**src/tec_params.svh**
```systemverilog
`ifndef TEC_PARAMS_SVH
`define TEC_PARAMS_SVH

// ----------------------------------------------------------------
// Register byte addresses (low address byte)
// ----------------------------------------------------------------
`define TEC_ADDR_CTRL     8'h00
`define TEC_ADDR_COUNT    8'h04
`define TEC_ADDR_INTERRUPT_CONTROL     8'h08
`define TEC_ADDR_OPTION   8'h0C
`define TEC_ADDR_PORTB    8'h10

// ----------------------------------------------------------------
// counter_control fields
// ----------------------------------------------------------------
`define TEC_CTRL_PSC_LSB  0
`define TEC_CTRL_PSC_MSB  2
`define TEC_CTRL_EDGE     3
`define TEC_CTRL_RUN      4
`define TEC_CTRL_MODE_LSB 6
`define TEC_CTRL_MODE_MSB 7
`define TEC_CTRL_RESET    8'h08
`define TEC_CTRL_WMASK    8'hDF

// ----------------------------------------------------------------
// interrupt_control fields
// ----------------------------------------------------------------
`define TEC_INTERRUPT_CONTROL_IRQ_EN   0
`define TEC_INTERRUPT_CONTROL_FLAG     5
`define TEC_INTERRUPT_CONTROL_RESET    8'h00

// ----------------------------------------------------------------
// Option register fields
// ----------------------------------------------------------------
`define TEC_OPT_SLOW      0
`define TEC_OPT_RC_RTC    1
`define TEC_OPT_BZ0       2
`define TEC_OPT_BZ1       3
`define TEC_OPT_RESET     8'h00

// ----------------------------------------------------------------
// Port B register fields (direction bit 1 = input)
// ----------------------------------------------------------------
`define TEC_PB_LATCH0     0
`define TEC_PB_LATCH1     1
`define TEC_PB_PAD0       2
`define TEC_PB_PAD1       3
`define TEC_PB_DIR0       4
`define TEC_PB_DIR1       5
`define TEC_PB_RESET      8'h33
`define TEC_PB_WMASK      8'h33

// ----------------------------------------------------------------
// Counter constants
// ----------------------------------------------------------------
`define TEC_CNT_MAX       8'hFF
`define TEC_CNT_RESET     8'h00
`define TEC_DIV_RESET     8'h00

`endif

```
**src/tec_pkg.sv**
```systemverilog
package tec_pkg;

	typedef enum logic [1:0] {
		TEC_MODE_UNUSED = 2'h0,
		TEC_MODE_EVENT  = 2'h1,
		TEC_MODE_TIMER  = 2'h2,
		TEC_MODE_PULSE  = 2'h3
	} tec_mode_t;

	typedef enum logic [2:0] {
		TEC_PW_IDLE    = 3'h1,
		TEC_PW_ARMED   = 3'h2,
		TEC_PW_MEASURE = 3'h4
	} tec_pw_state_t;

endpackage : tec_pkg

```
**src/tec_tick_if.sv**
```systemverilog
interface tec_tick_if;
	logic       src_slow;
	logic [2:0] prescale_select;
	logic       tick;

	modport provider (
		input  src_slow,
		input  prescale_select,
		output tick
	);

	modport user (
		output src_slow,
		output prescale_select,
		input  tick
	);
endinterface : tec_tick_if

```
**src/tec_prescaler.sv**
```systemverilog
`include "tec_params.svh"

module tec_prescaler (
	// Clock and reset
	input  wire logic        sys_clk,
	input  wire logic        rst_n,
	// Slow crystal clock, asynchronous to sys_clk
	input  wire logic        slow_clk,
	// Tick carrier
	tec_tick_if.provider     tk
);

	// ----------------------------------------------------------------
	// Slow clock synchroniser and edge detect
	// ----------------------------------------------------------------
	logic       slow_s1;
	logic       slow_s2;
	logic       slow_d;
	logic       src_tick;
	logic [7:0] div_cnt;
	logic [7:0] mask;

	always_ff @(posedge sys_clk or negedge rst_n) begin
		if (!rst_n) begin
			slow_s1 <= 1'b0;
			slow_s2 <= 1'b0;
			slow_d  <= 1'b0;
		end else begin
			slow_s1 <= slow_clk;
			slow_s2 <= slow_s1;
			slow_d  <= slow_s2;
		end
	end

	assign src_tick = tk.src_slow ? (slow_s2 & ~slow_d) : 1'b1;

	// ----------------------------------------------------------------
	// Divide by two to the power of (code plus one)
	// ----------------------------------------------------------------
	genvar i;
	generate
		for (i = 0; i < 8; i++) begin : g_mask
			assign mask[i] = (3'(i) <= tk.prescale_select);
		end
	endgenerate

	always_ff @(posedge sys_clk or negedge rst_n) begin
		if (!rst_n) begin
			div_cnt <= `TEC_DIV_RESET;
		end else if (src_tick) begin
			div_cnt <= div_cnt + 8'h01;
		end
	end

	// One sys_clk pulse per divided period
	assign tk.tick = src_tick && ((div_cnt & mask) == mask);

endmodule : tec_prescaler

```
**src/tec_counter.sv**
```systemverilog
// Added by the designer: the AHB-Lite slave port and the address map.
`include "tec_params.svh"

module tec_counter (
	// Clock and reset
	input  wire logic        sys_clk,
	input  wire logic        rst_n,
	// AHB-Lite slave
	input  wire logic        hsel,
	input  wire logic [31:0] haddr,
	input  wire logic [1:0]  htrans,
	input  wire logic        hwrite,
	input  wire logic [2:0]  hsize,
	input  wire logic [31:0] hwdata,
	input  wire logic        hready,
	output logic             hreadyout,
	output logic [31:0]      hrdata,
	output logic             hresp,
	// External count pin and slow crystal clock
	input  wire logic        count_pin,
	input  wire logic        slow_clk,
	// Port B pins zero and one
	input  wire logic        port_b_pin_zero_i,
	output logic             port_b_pin_zero_o,
	output logic             port_b_pin_zero_oe,
	input  wire logic        port_b_pin_one_i,
	output logic             port_b_pin_one_o,
	output logic             port_b_pin_one_oe,
	// Events to the rest of the chip
	output logic             irq_request,
	output logic             wake_event,
	output logic             tone_signal
);

	// ----------------------------------------------------------------
	// Registers and state
	// ----------------------------------------------------------------
	logic [7:0]                 counter_control;
	logic [7:0]                 interrupt_control;
	logic [7:0]                 option_reg;
	logic [7:0]                 port_b_reg;
	logic [7:0]                 event_counter;
	logic [7:0]                 preload;
	tec_pkg::tec_pw_state_t     pw_state;
	tec_pkg::tec_pw_state_t     next_pw_state;
	tec_pkg::tec_mode_t         mode;

	logic        wr_pend;
	logic [7:0]  wr_addr;
	logic        accept;
	logic        rd_accept;
	logic        read_block;
	logic [7:0]  wdata;
	logic        wr_ctrl;
	logic        wr_count;
	logic        wr_interrupt_control;
	logic        wr_opt;
	logic        wr_pb;
	logic [7:0]  rd_value;

	logic        pin_s1;
	logic        pin_s2;
	logic        pin_d;
	logic        pin_rise;
	logic        pin_fall;
	logic        act_edge;
	logic        ret_edge;
	logic        pb0_s1;
	logic        pb0_s2;
	logic        pb1_s1;
	logic        pb1_s2;

	logic        run;
	logic        count_tick;
	logic        overflow;
	logic        pw_done;

	tec_tick_if  tk ();

	assign run  = counter_control[`TEC_CTRL_RUN];
	assign mode = tec_pkg::tec_mode_t'(counter_control[`TEC_CTRL_MODE_MSB:`TEC_CTRL_MODE_LSB]);

	// ----------------------------------------------------------------
	// Bus front end
	// ----------------------------------------------------------------
	// Zero wait states; every transfer answers OKAY
	assign hreadyout = 1'b1;
	assign hresp     = 1'b0;
	assign accept    = hsel && htrans[1] && hready;
	assign rd_accept = accept && !hwrite;
	assign wdata     = hwdata[7:0];

	always_ff @(posedge sys_clk or negedge rst_n) begin
		if (!rst_n) begin
			wr_pend <= 1'b0;
			wr_addr <= 8'h00;
		end else begin
			wr_pend <= accept && hwrite;
			if (accept) begin
				wr_addr <= haddr[7:0];
			end
		end
	end

	assign wr_ctrl  = wr_pend && (wr_addr == `TEC_ADDR_CTRL);
	assign wr_count = wr_pend && (wr_addr == `TEC_ADDR_COUNT);
	assign wr_interrupt_control  = wr_pend && (wr_addr == `TEC_ADDR_INTERRUPT_CONTROL);
	assign wr_opt   = wr_pend && (wr_addr == `TEC_ADDR_OPTION);
	assign wr_pb    = wr_pend && (wr_addr == `TEC_ADDR_PORTB);

	// Lost ticks during the blocked cycle are accepted by design
	assign read_block = rd_accept && (haddr[7:0] == `TEC_ADDR_COUNT);

	always_comb begin
		rd_value = 8'h00;
		if (haddr[7:0] == `TEC_ADDR_CTRL) begin
			rd_value = counter_control & `TEC_CTRL_WMASK;
		end else if (haddr[7:0] == `TEC_ADDR_COUNT) begin
			rd_value = event_counter;
		end else if (haddr[7:0] == `TEC_ADDR_INTERRUPT_CONTROL) begin
			rd_value = interrupt_control;
		end else if (haddr[7:0] == `TEC_ADDR_OPTION) begin
			rd_value = option_reg;
		end else if (haddr[7:0] == `TEC_ADDR_PORTB) begin
			rd_value = port_b_reg;
			rd_value[`TEC_PB_PAD0] = pb0_s2;
			rd_value[`TEC_PB_PAD1] = pb1_s2;
		end
	end

	always_ff @(posedge sys_clk or negedge rst_n) begin
		if (!rst_n) begin
			hrdata <= 32'h0000_0000;
		end else if (rd_accept) begin
			hrdata <= {24'h00_0000, rd_value};
		end
	end

	// ----------------------------------------------------------------
	// Pin synchronisers
	// ----------------------------------------------------------------
	always_ff @(posedge sys_clk or negedge rst_n) begin
		if (!rst_n) begin
			pin_s1 <= 1'b0;
			pin_s2 <= 1'b0;
			pin_d  <= 1'b0;
			pb0_s1 <= 1'b0;
			pb0_s2 <= 1'b0;
			pb1_s1 <= 1'b0;
			pb1_s2 <= 1'b0;
		end else begin
			pin_s1 <= count_pin;
			pin_s2 <= pin_s1;
			pin_d  <= pin_s2;
			pb0_s1 <= port_b_pin_zero_i;
			pb0_s2 <= pb0_s1;
			pb1_s1 <= port_b_pin_one_i;
			pb1_s2 <= pb1_s1;
		end
	end

	assign pin_rise = pin_s2 & ~pin_d;
	assign pin_fall = ~pin_s2 & pin_d;
	assign act_edge = counter_control[`TEC_CTRL_EDGE] ? pin_fall : pin_rise;
	assign ret_edge = counter_control[`TEC_CTRL_EDGE] ? pin_rise : pin_fall;

	// ----------------------------------------------------------------
	// Internal time base
	// ----------------------------------------------------------------
	// Slow crystal only counts when the oscillator option allows it
	assign tk.src_slow = option_reg[`TEC_OPT_SLOW] & option_reg[`TEC_OPT_RC_RTC];
	assign tk.prescale_select = counter_control[`TEC_CTRL_PSC_MSB:`TEC_CTRL_PSC_LSB];

	tec_prescaler u_prescaler (
		.sys_clk  (sys_clk),
		.rst_n    (rst_n),
		.slow_clk (slow_clk),
		.tk       (tk.provider)
	);

	// ----------------------------------------------------------------
	// Pulse width sequencer
	// ----------------------------------------------------------------
	always_comb begin
		next_pw_state = pw_state;
		case (pw_state)
			tec_pkg::TEC_PW_IDLE: begin
				if (run && mode == tec_pkg::TEC_MODE_PULSE) begin
					next_pw_state = tec_pkg::TEC_PW_ARMED;
				end
			end
			tec_pkg::TEC_PW_ARMED: begin
				if (!run || mode != tec_pkg::TEC_MODE_PULSE) begin
					next_pw_state = tec_pkg::TEC_PW_IDLE;
				end else if (act_edge) begin
					next_pw_state = tec_pkg::TEC_PW_MEASURE;
				end
			end
			tec_pkg::TEC_PW_MEASURE: begin
				if (!run || mode != tec_pkg::TEC_MODE_PULSE || ret_edge) begin
					next_pw_state = tec_pkg::TEC_PW_IDLE;
				end
			end
			default: begin
				next_pw_state = tec_pkg::TEC_PW_IDLE;
			end
		endcase
	end

	always_ff @(posedge sys_clk or negedge rst_n) begin
		if (!rst_n) begin
			pw_state <= tec_pkg::TEC_PW_IDLE;
		end else begin
			pw_state <= next_pw_state;
		end
	end

	assign pw_done = (pw_state == tec_pkg::TEC_PW_MEASURE) && run && ret_edge
		&& (mode == tec_pkg::TEC_MODE_PULSE);

	// ----------------------------------------------------------------
	// Count clock selection
	// ----------------------------------------------------------------
	always_comb begin
		count_tick = 1'b0;
		case (mode)
			tec_pkg::TEC_MODE_EVENT: count_tick = act_edge;
			tec_pkg::TEC_MODE_TIMER: count_tick = tk.tick;
			tec_pkg::TEC_MODE_PULSE: count_tick = tk.tick
				&& (pw_state == tec_pkg::TEC_PW_MEASURE) && !ret_edge;
			default: count_tick = 1'b0;
		endcase
		count_tick = count_tick && run && !read_block;
	end

	assign overflow = count_tick && (event_counter == `TEC_CNT_MAX);

	// ----------------------------------------------------------------
	// Counter and preload
	// ----------------------------------------------------------------
	always_ff @(posedge sys_clk or negedge rst_n) begin
		if (!rst_n) begin
			preload <= `TEC_CNT_RESET;
		end else if (wr_count) begin
			preload <= wdata;
		end
	end

	always_ff @(posedge sys_clk or negedge rst_n) begin
		if (!rst_n) begin
			event_counter <= `TEC_CNT_RESET;
		end else if (wr_count && !run) begin
			event_counter <= wdata;
		end else if (overflow) begin
			event_counter <= preload;
		end else if (count_tick) begin
			event_counter <= event_counter + 8'h01;
		end
	end

	// ----------------------------------------------------------------
	// Control register
	// ----------------------------------------------------------------
	// A software write in the same cycle as the end of a measurement wins
	always_ff @(posedge sys_clk or negedge rst_n) begin
		if (!rst_n) begin
			counter_control <= `TEC_CTRL_RESET;
		end else if (wr_ctrl) begin
			counter_control <= wdata & `TEC_CTRL_WMASK;
		end else if (pw_done) begin
			counter_control[`TEC_CTRL_RUN] <= 1'b0;
		end
	end

	// ----------------------------------------------------------------
	// Request flag, enable, wake-up
	// ----------------------------------------------------------------
	always_ff @(posedge sys_clk or negedge rst_n) begin
		if (!rst_n) begin
			interrupt_control <= `TEC_INTERRUPT_CONTROL_RESET;
		end else begin
			if (wr_interrupt_control) begin
				interrupt_control <= wdata;
			end
			// Set beats a simultaneous software clear
			if (overflow) begin
				interrupt_control[`TEC_INTERRUPT_CONTROL_FLAG] <= 1'b1;
			end
		end
	end

	assign irq_request = interrupt_control[`TEC_INTERRUPT_CONTROL_FLAG]
		& interrupt_control[`TEC_INTERRUPT_CONTROL_IRQ_EN];

	always_ff @(posedge sys_clk or negedge rst_n) begin
		if (!rst_n) begin
			wake_event <= 1'b0;
		end else begin
			wake_event <= overflow;
		end
	end

	// ----------------------------------------------------------------
	// Tone generator and option register
	// ----------------------------------------------------------------
	// Toggling halves the overflow rate but gives a clean 50% duty tone
	always_ff @(posedge sys_clk or negedge rst_n) begin
		if (!rst_n) begin
			tone_signal <= 1'b0;
		end else if (overflow) begin
			tone_signal <= ~tone_signal;
		end
	end

	always_ff @(posedge sys_clk or negedge rst_n) begin
		if (!rst_n) begin
			option_reg <= `TEC_OPT_RESET;
		end else if (wr_opt) begin
			option_reg <= wdata;
		end
	end

	// ----------------------------------------------------------------
	// Port B pins zero and one
	// ----------------------------------------------------------------
	always_ff @(posedge sys_clk or negedge rst_n) begin
		if (!rst_n) begin
			port_b_reg <= `TEC_PB_RESET;
		end else if (wr_pb) begin
			port_b_reg <= wdata & `TEC_PB_WMASK;
		end
	end

	// Inputs keep their plain function; buzzer only affects driven pads
	always_ff @(posedge sys_clk or negedge rst_n) begin
		if (!rst_n) begin
			port_b_pin_zero_o  <= 1'b0;
			port_b_pin_zero_oe <= 1'b0;
			port_b_pin_one_o   <= 1'b0;
			port_b_pin_one_oe  <= 1'b0;
		end else begin
			port_b_pin_zero_oe <= ~port_b_reg[`TEC_PB_DIR0];
			port_b_pin_one_oe  <= ~port_b_reg[`TEC_PB_DIR1];
			if (option_reg[`TEC_OPT_BZ0]) begin
				port_b_pin_zero_o <= port_b_reg[`TEC_PB_LATCH0] & tone_signal;
			end else begin
				port_b_pin_zero_o <= port_b_reg[`TEC_PB_LATCH0];
			end
			if (option_reg[`TEC_OPT_BZ1]) begin
				port_b_pin_one_o <= port_b_reg[`TEC_PB_LATCH0] & ~tone_signal;
			end else begin
				port_b_pin_one_o <= port_b_reg[`TEC_PB_LATCH1];
			end
		end
	end

	logic unused_ok;
	assign unused_ok = ^{haddr[31:8], hsize, hwdata[31:8]};

endmodule : tec_counter

```
**config.mk**
```make
export PLATFORM = sky130hd
export DESIGN_NAME = tec_counter
export DESIGN_NICKNAME = d
export VERILOG_FILES = /design/src/tec_pkg.sv /design/src/tec_tick_if.sv /design/src/tec_prescaler.sv /design/src/tec_counter.sv
export VERILOG_INCLUDE_DIRS = /design/src
export SDC_FILE = /design/constraint.sdc
export NUM_CORES = 1
export LEC_CHECK = 0
export BUFFER_PORTS_ARGS = -buffer_cell sky130_fd_sc_hd__buf_2
export CORE_MARGIN = 10
export CORE_UTILIZATION = 30
export DETAILED_ROUTE_END_ITERATION = 16
export SETUP_SLACK_MARGIN = 0.15
export SKIP_LAST_GASP = 1
export SLEW_MARGIN = 10
export SYNTH_ARGS = -nofsm -noshare
export SYNTH_HDL_FRONTEND = slang
export SYNTH_HIERARCHICAL = 1
export SYNTH_SLANG_ARGS = --single-unit
```
**constraint.sdc**
```tcl
create_clock -name sys_clk -period 4.9 [get_ports sys_clk]
set_clock_uncertainty 0.1 [all_clocks]
set_input_delay 0.245 -clock sys_clk [delete_from_list [all_inputs] [get_ports sys_clk]]
set_output_delay 0.245 -clock sys_clk [all_outputs]
set_load 0.02 [all_outputs]
```
==> run metrics <==
sequential cell fraction of total power=47.9%; H-tree depth=3; PostCTS Resize Cnt=0; number of flops mapped to enable cells by yosys=0; worst path bufs/invs=1; Yosys reg bits=87; Post-synth top flop=dfrtp_1; Slew @ Worst Pin=1071 ps; clock tree sinks=87; DRT antenna net count=0; setup TNS=0 ps; Die X=140.3 um; io pins=119; IO Port Bufs=40; via density per instance=4.914; sequence of cells on the critical path=inv_1 > o21ai_0 > a21o_1 > a2111oi_2 > or2b_2 > and4b_1 > a2111oi_4 > a21oi_2 > a221o_1; synthesized netlist cell count=384; Rel. slew slack=28.58%; vias post-DR=2988; GRT Total Usage=10.68%; Max Cap Viol=0; Ant. Diodes=0; fill count=1405; antenna violations before repair=1; CTS buffer count=9; Clock transition at path regs=60 ps; Reg2Reg Launch Point=counter_control[0]$_DFFE_PN0P_; Achievable Freq=317.4 MHz; Routability Congestion=0.8697; pin count of the biggest net entering global routing=88; CP delay by family, top=compound AO/OA/AOI/OAI gates; Pins Over Slew Limit=0; design area=0.004917 mm2; clk_lat worst skew=340 ps; Placed Area=0.004589 mm2; Cell Area, Synth=0.004340 mm2; Worst IR Drop VDD=0.1646 mV; Pint=1.353 mW; clock share of power=34.8%; total leakage power=2.233 nW; Final setup viols=0; sequential area share after synthesis=50.33%; Sw Ratio=28.83%; final WL=10.29 mm; row cnt=43; crit path max-delay cell type=a2111oi_4; CORE AREA=0.01404 mm2; Nets=503; CTS tree=yes; CP max FO=9; Logic pwr share=17.3%; first-pass GRT wire length=17.08 mm; layout cells sized above 1=28.50%; final worst path period need=3151 ps; Final Power=1.901 mW; Power Density=386.5 mW/mm2; die area=0.01968 mm2; Critical Path Start Type=flip-flop; Iter 0 DRT Violations=145; Wirelength per Cell=16.92 um; unrepaired setup endpoints after global routing=false; number of global-route vias before repair=3235; Psw=548.0 uW; Initial Utilization=30.91%; die height=140.3 um; Setup CP Type=reg -> reg; Ys Warns=6; crit path launch=counter_control[0]$_DFFE_PN0P_; Yosys cell types=68; Detailed Place HPWL=7.594 mm; Crit path largest cell delay=640 ps; Period Utilization, post-route=64.30%; Worst setup EP type=flip-flop; Syn-to-layout area delta=13.29%; Final Hold Fails=0; # DRC=0; Crit path depth=9; R2R depth=9; commonest non-fill, non-tap cells in the layout=dfrtp_1, mux2_2, buf_2, conb_1, nand2_1; Hold/Removal Path Class=in -> async; drt first pass iters=4; CP Data Arrival Time=3270 ps; most common cell after layout, fill and taps aside=dfrtp_1; Async SR Flop Fraction=100.0%; status=completed; Finished Core Util=35.02%; synthesized area per cell=11.30 um2; GRT Residual Overflow=0; clk root buf=clkbuf_16; CP required=5020 ps; deepest clock path buffer count=2
-- per-layer routing --
layer | GRT usage, % | routed length, um | vias up | part of all wire, %
li1 | - | - | 1399 | -
met1 | 12.87 | 4494 | 1508 | 44
met2 | 17.32 | 4959 | 64 | 48
met3 | 3.009 | 640 | 15 | 6.2
met4 | 4.783 | 179 | 2 | 1.7
met5 | 0 | 13 | - | 0.13
-- metrics by stage --
stage	worst slack (ps)	hold slack (ps)	cells
finish	1749	17.58	608
global route	1578	57.30	608
CTS	1733	43.88	608
detailed placement	1748	237.3	588
global placement	1741	237.4	588
floorplan	2154	-150.6	408
-- logic make-up after synthesis --
family / after synthesis / share of synthesized area (%)
muxes: 49 / 12.60
xor gates and xnor gates: 12 / 2.421
AOI/OAI and AO/OA: 70 / 12.40
buffers and inverters: 54 / 7.408
DFF: 87 / 50.33
adders and majority gates: 2 / 0.5764
other: 2 / 0.1730
and+or+nand+nor: 108 / 14.10
-- cells in the mapped netlist (all sizes together), types with 3 or more instances --
cell type	n	share of area (%)
dfstp	6	3.6
a21oi	9	1.1
a221oi	3	0.61
and2b	3	0.58
xnor2	5	1.0
xor2	7	1.4
nand2b	5	0.72
nor2b	7	1.1
and3	6	0.89
nand4	5	0.72
nand3b	3	0.52
a211oi	8	1.4
o21ai	13	1.6
a2111oi	4	1.4
buf	28	4.9
mux2i	4	0.92
and4b	4	0.92
a221o	5	1.2
or2b	3	0.58
nor2	18	1.6
o31ai	5	0.86
and2	7	1.0
o22ai	3	0.43
clkbuf	11	0.98
nand2	22	1.9
nor3	8	1.0
nand3	8	0.92
mux2	45	12
a21boi	3	0.52
dfrtp	81	47
inv	14	1.2
-- cell type report --
type	instances	area [um2]	share of cell area, %
sequential	87	2185	44.43
multi-input combinational	267	1924	39.13
clock buffer	14	274.0	5.573
timing repair buffer	44	242.7	4.936
tap	180	225.2	4.580
inverter	14	52.55	1.069
clock inverter	2	13.76	0.2799
-- timing repair --
action,4_1_cts,5_1_grt
buffers inserted,0,0
endpoints found under the hold margin,4,0
hold buffers,4,0
-- power by group through the flow --
stage	sequential, mW	clock (mW)	combinational, mW
2_1_floorplan	0.907	0	0.249
3_3_place_gp	0.916	0	0.317
3_5_place_dp	0.922	0	0.328
4_1_cts	0.910	0.676	0.333
5_1_grt	0.924	0.699	0.369
6_report	0.910	0.661	0.329
-- path summary, 6_finish.rpt --
check	end	slack, ps
hold / removal	u_prescaler/slow_d$_DFF_PN0_	20
max in group asynchronous	preload[5]$_DFFE_PN0P_	4020
setup / recovery	event_counter[7]$_DFFE_PN0P_	1750
hold reg to reg	pb1_s2$_DFF_PN0_	250
min in group sys_clk	wr_addr[1]$_DFFE_PN0P_	50
setup reg to reg	event_counter[7]$_DFFE_PN0P_	1750
Power figures use the tool's default switching activity.
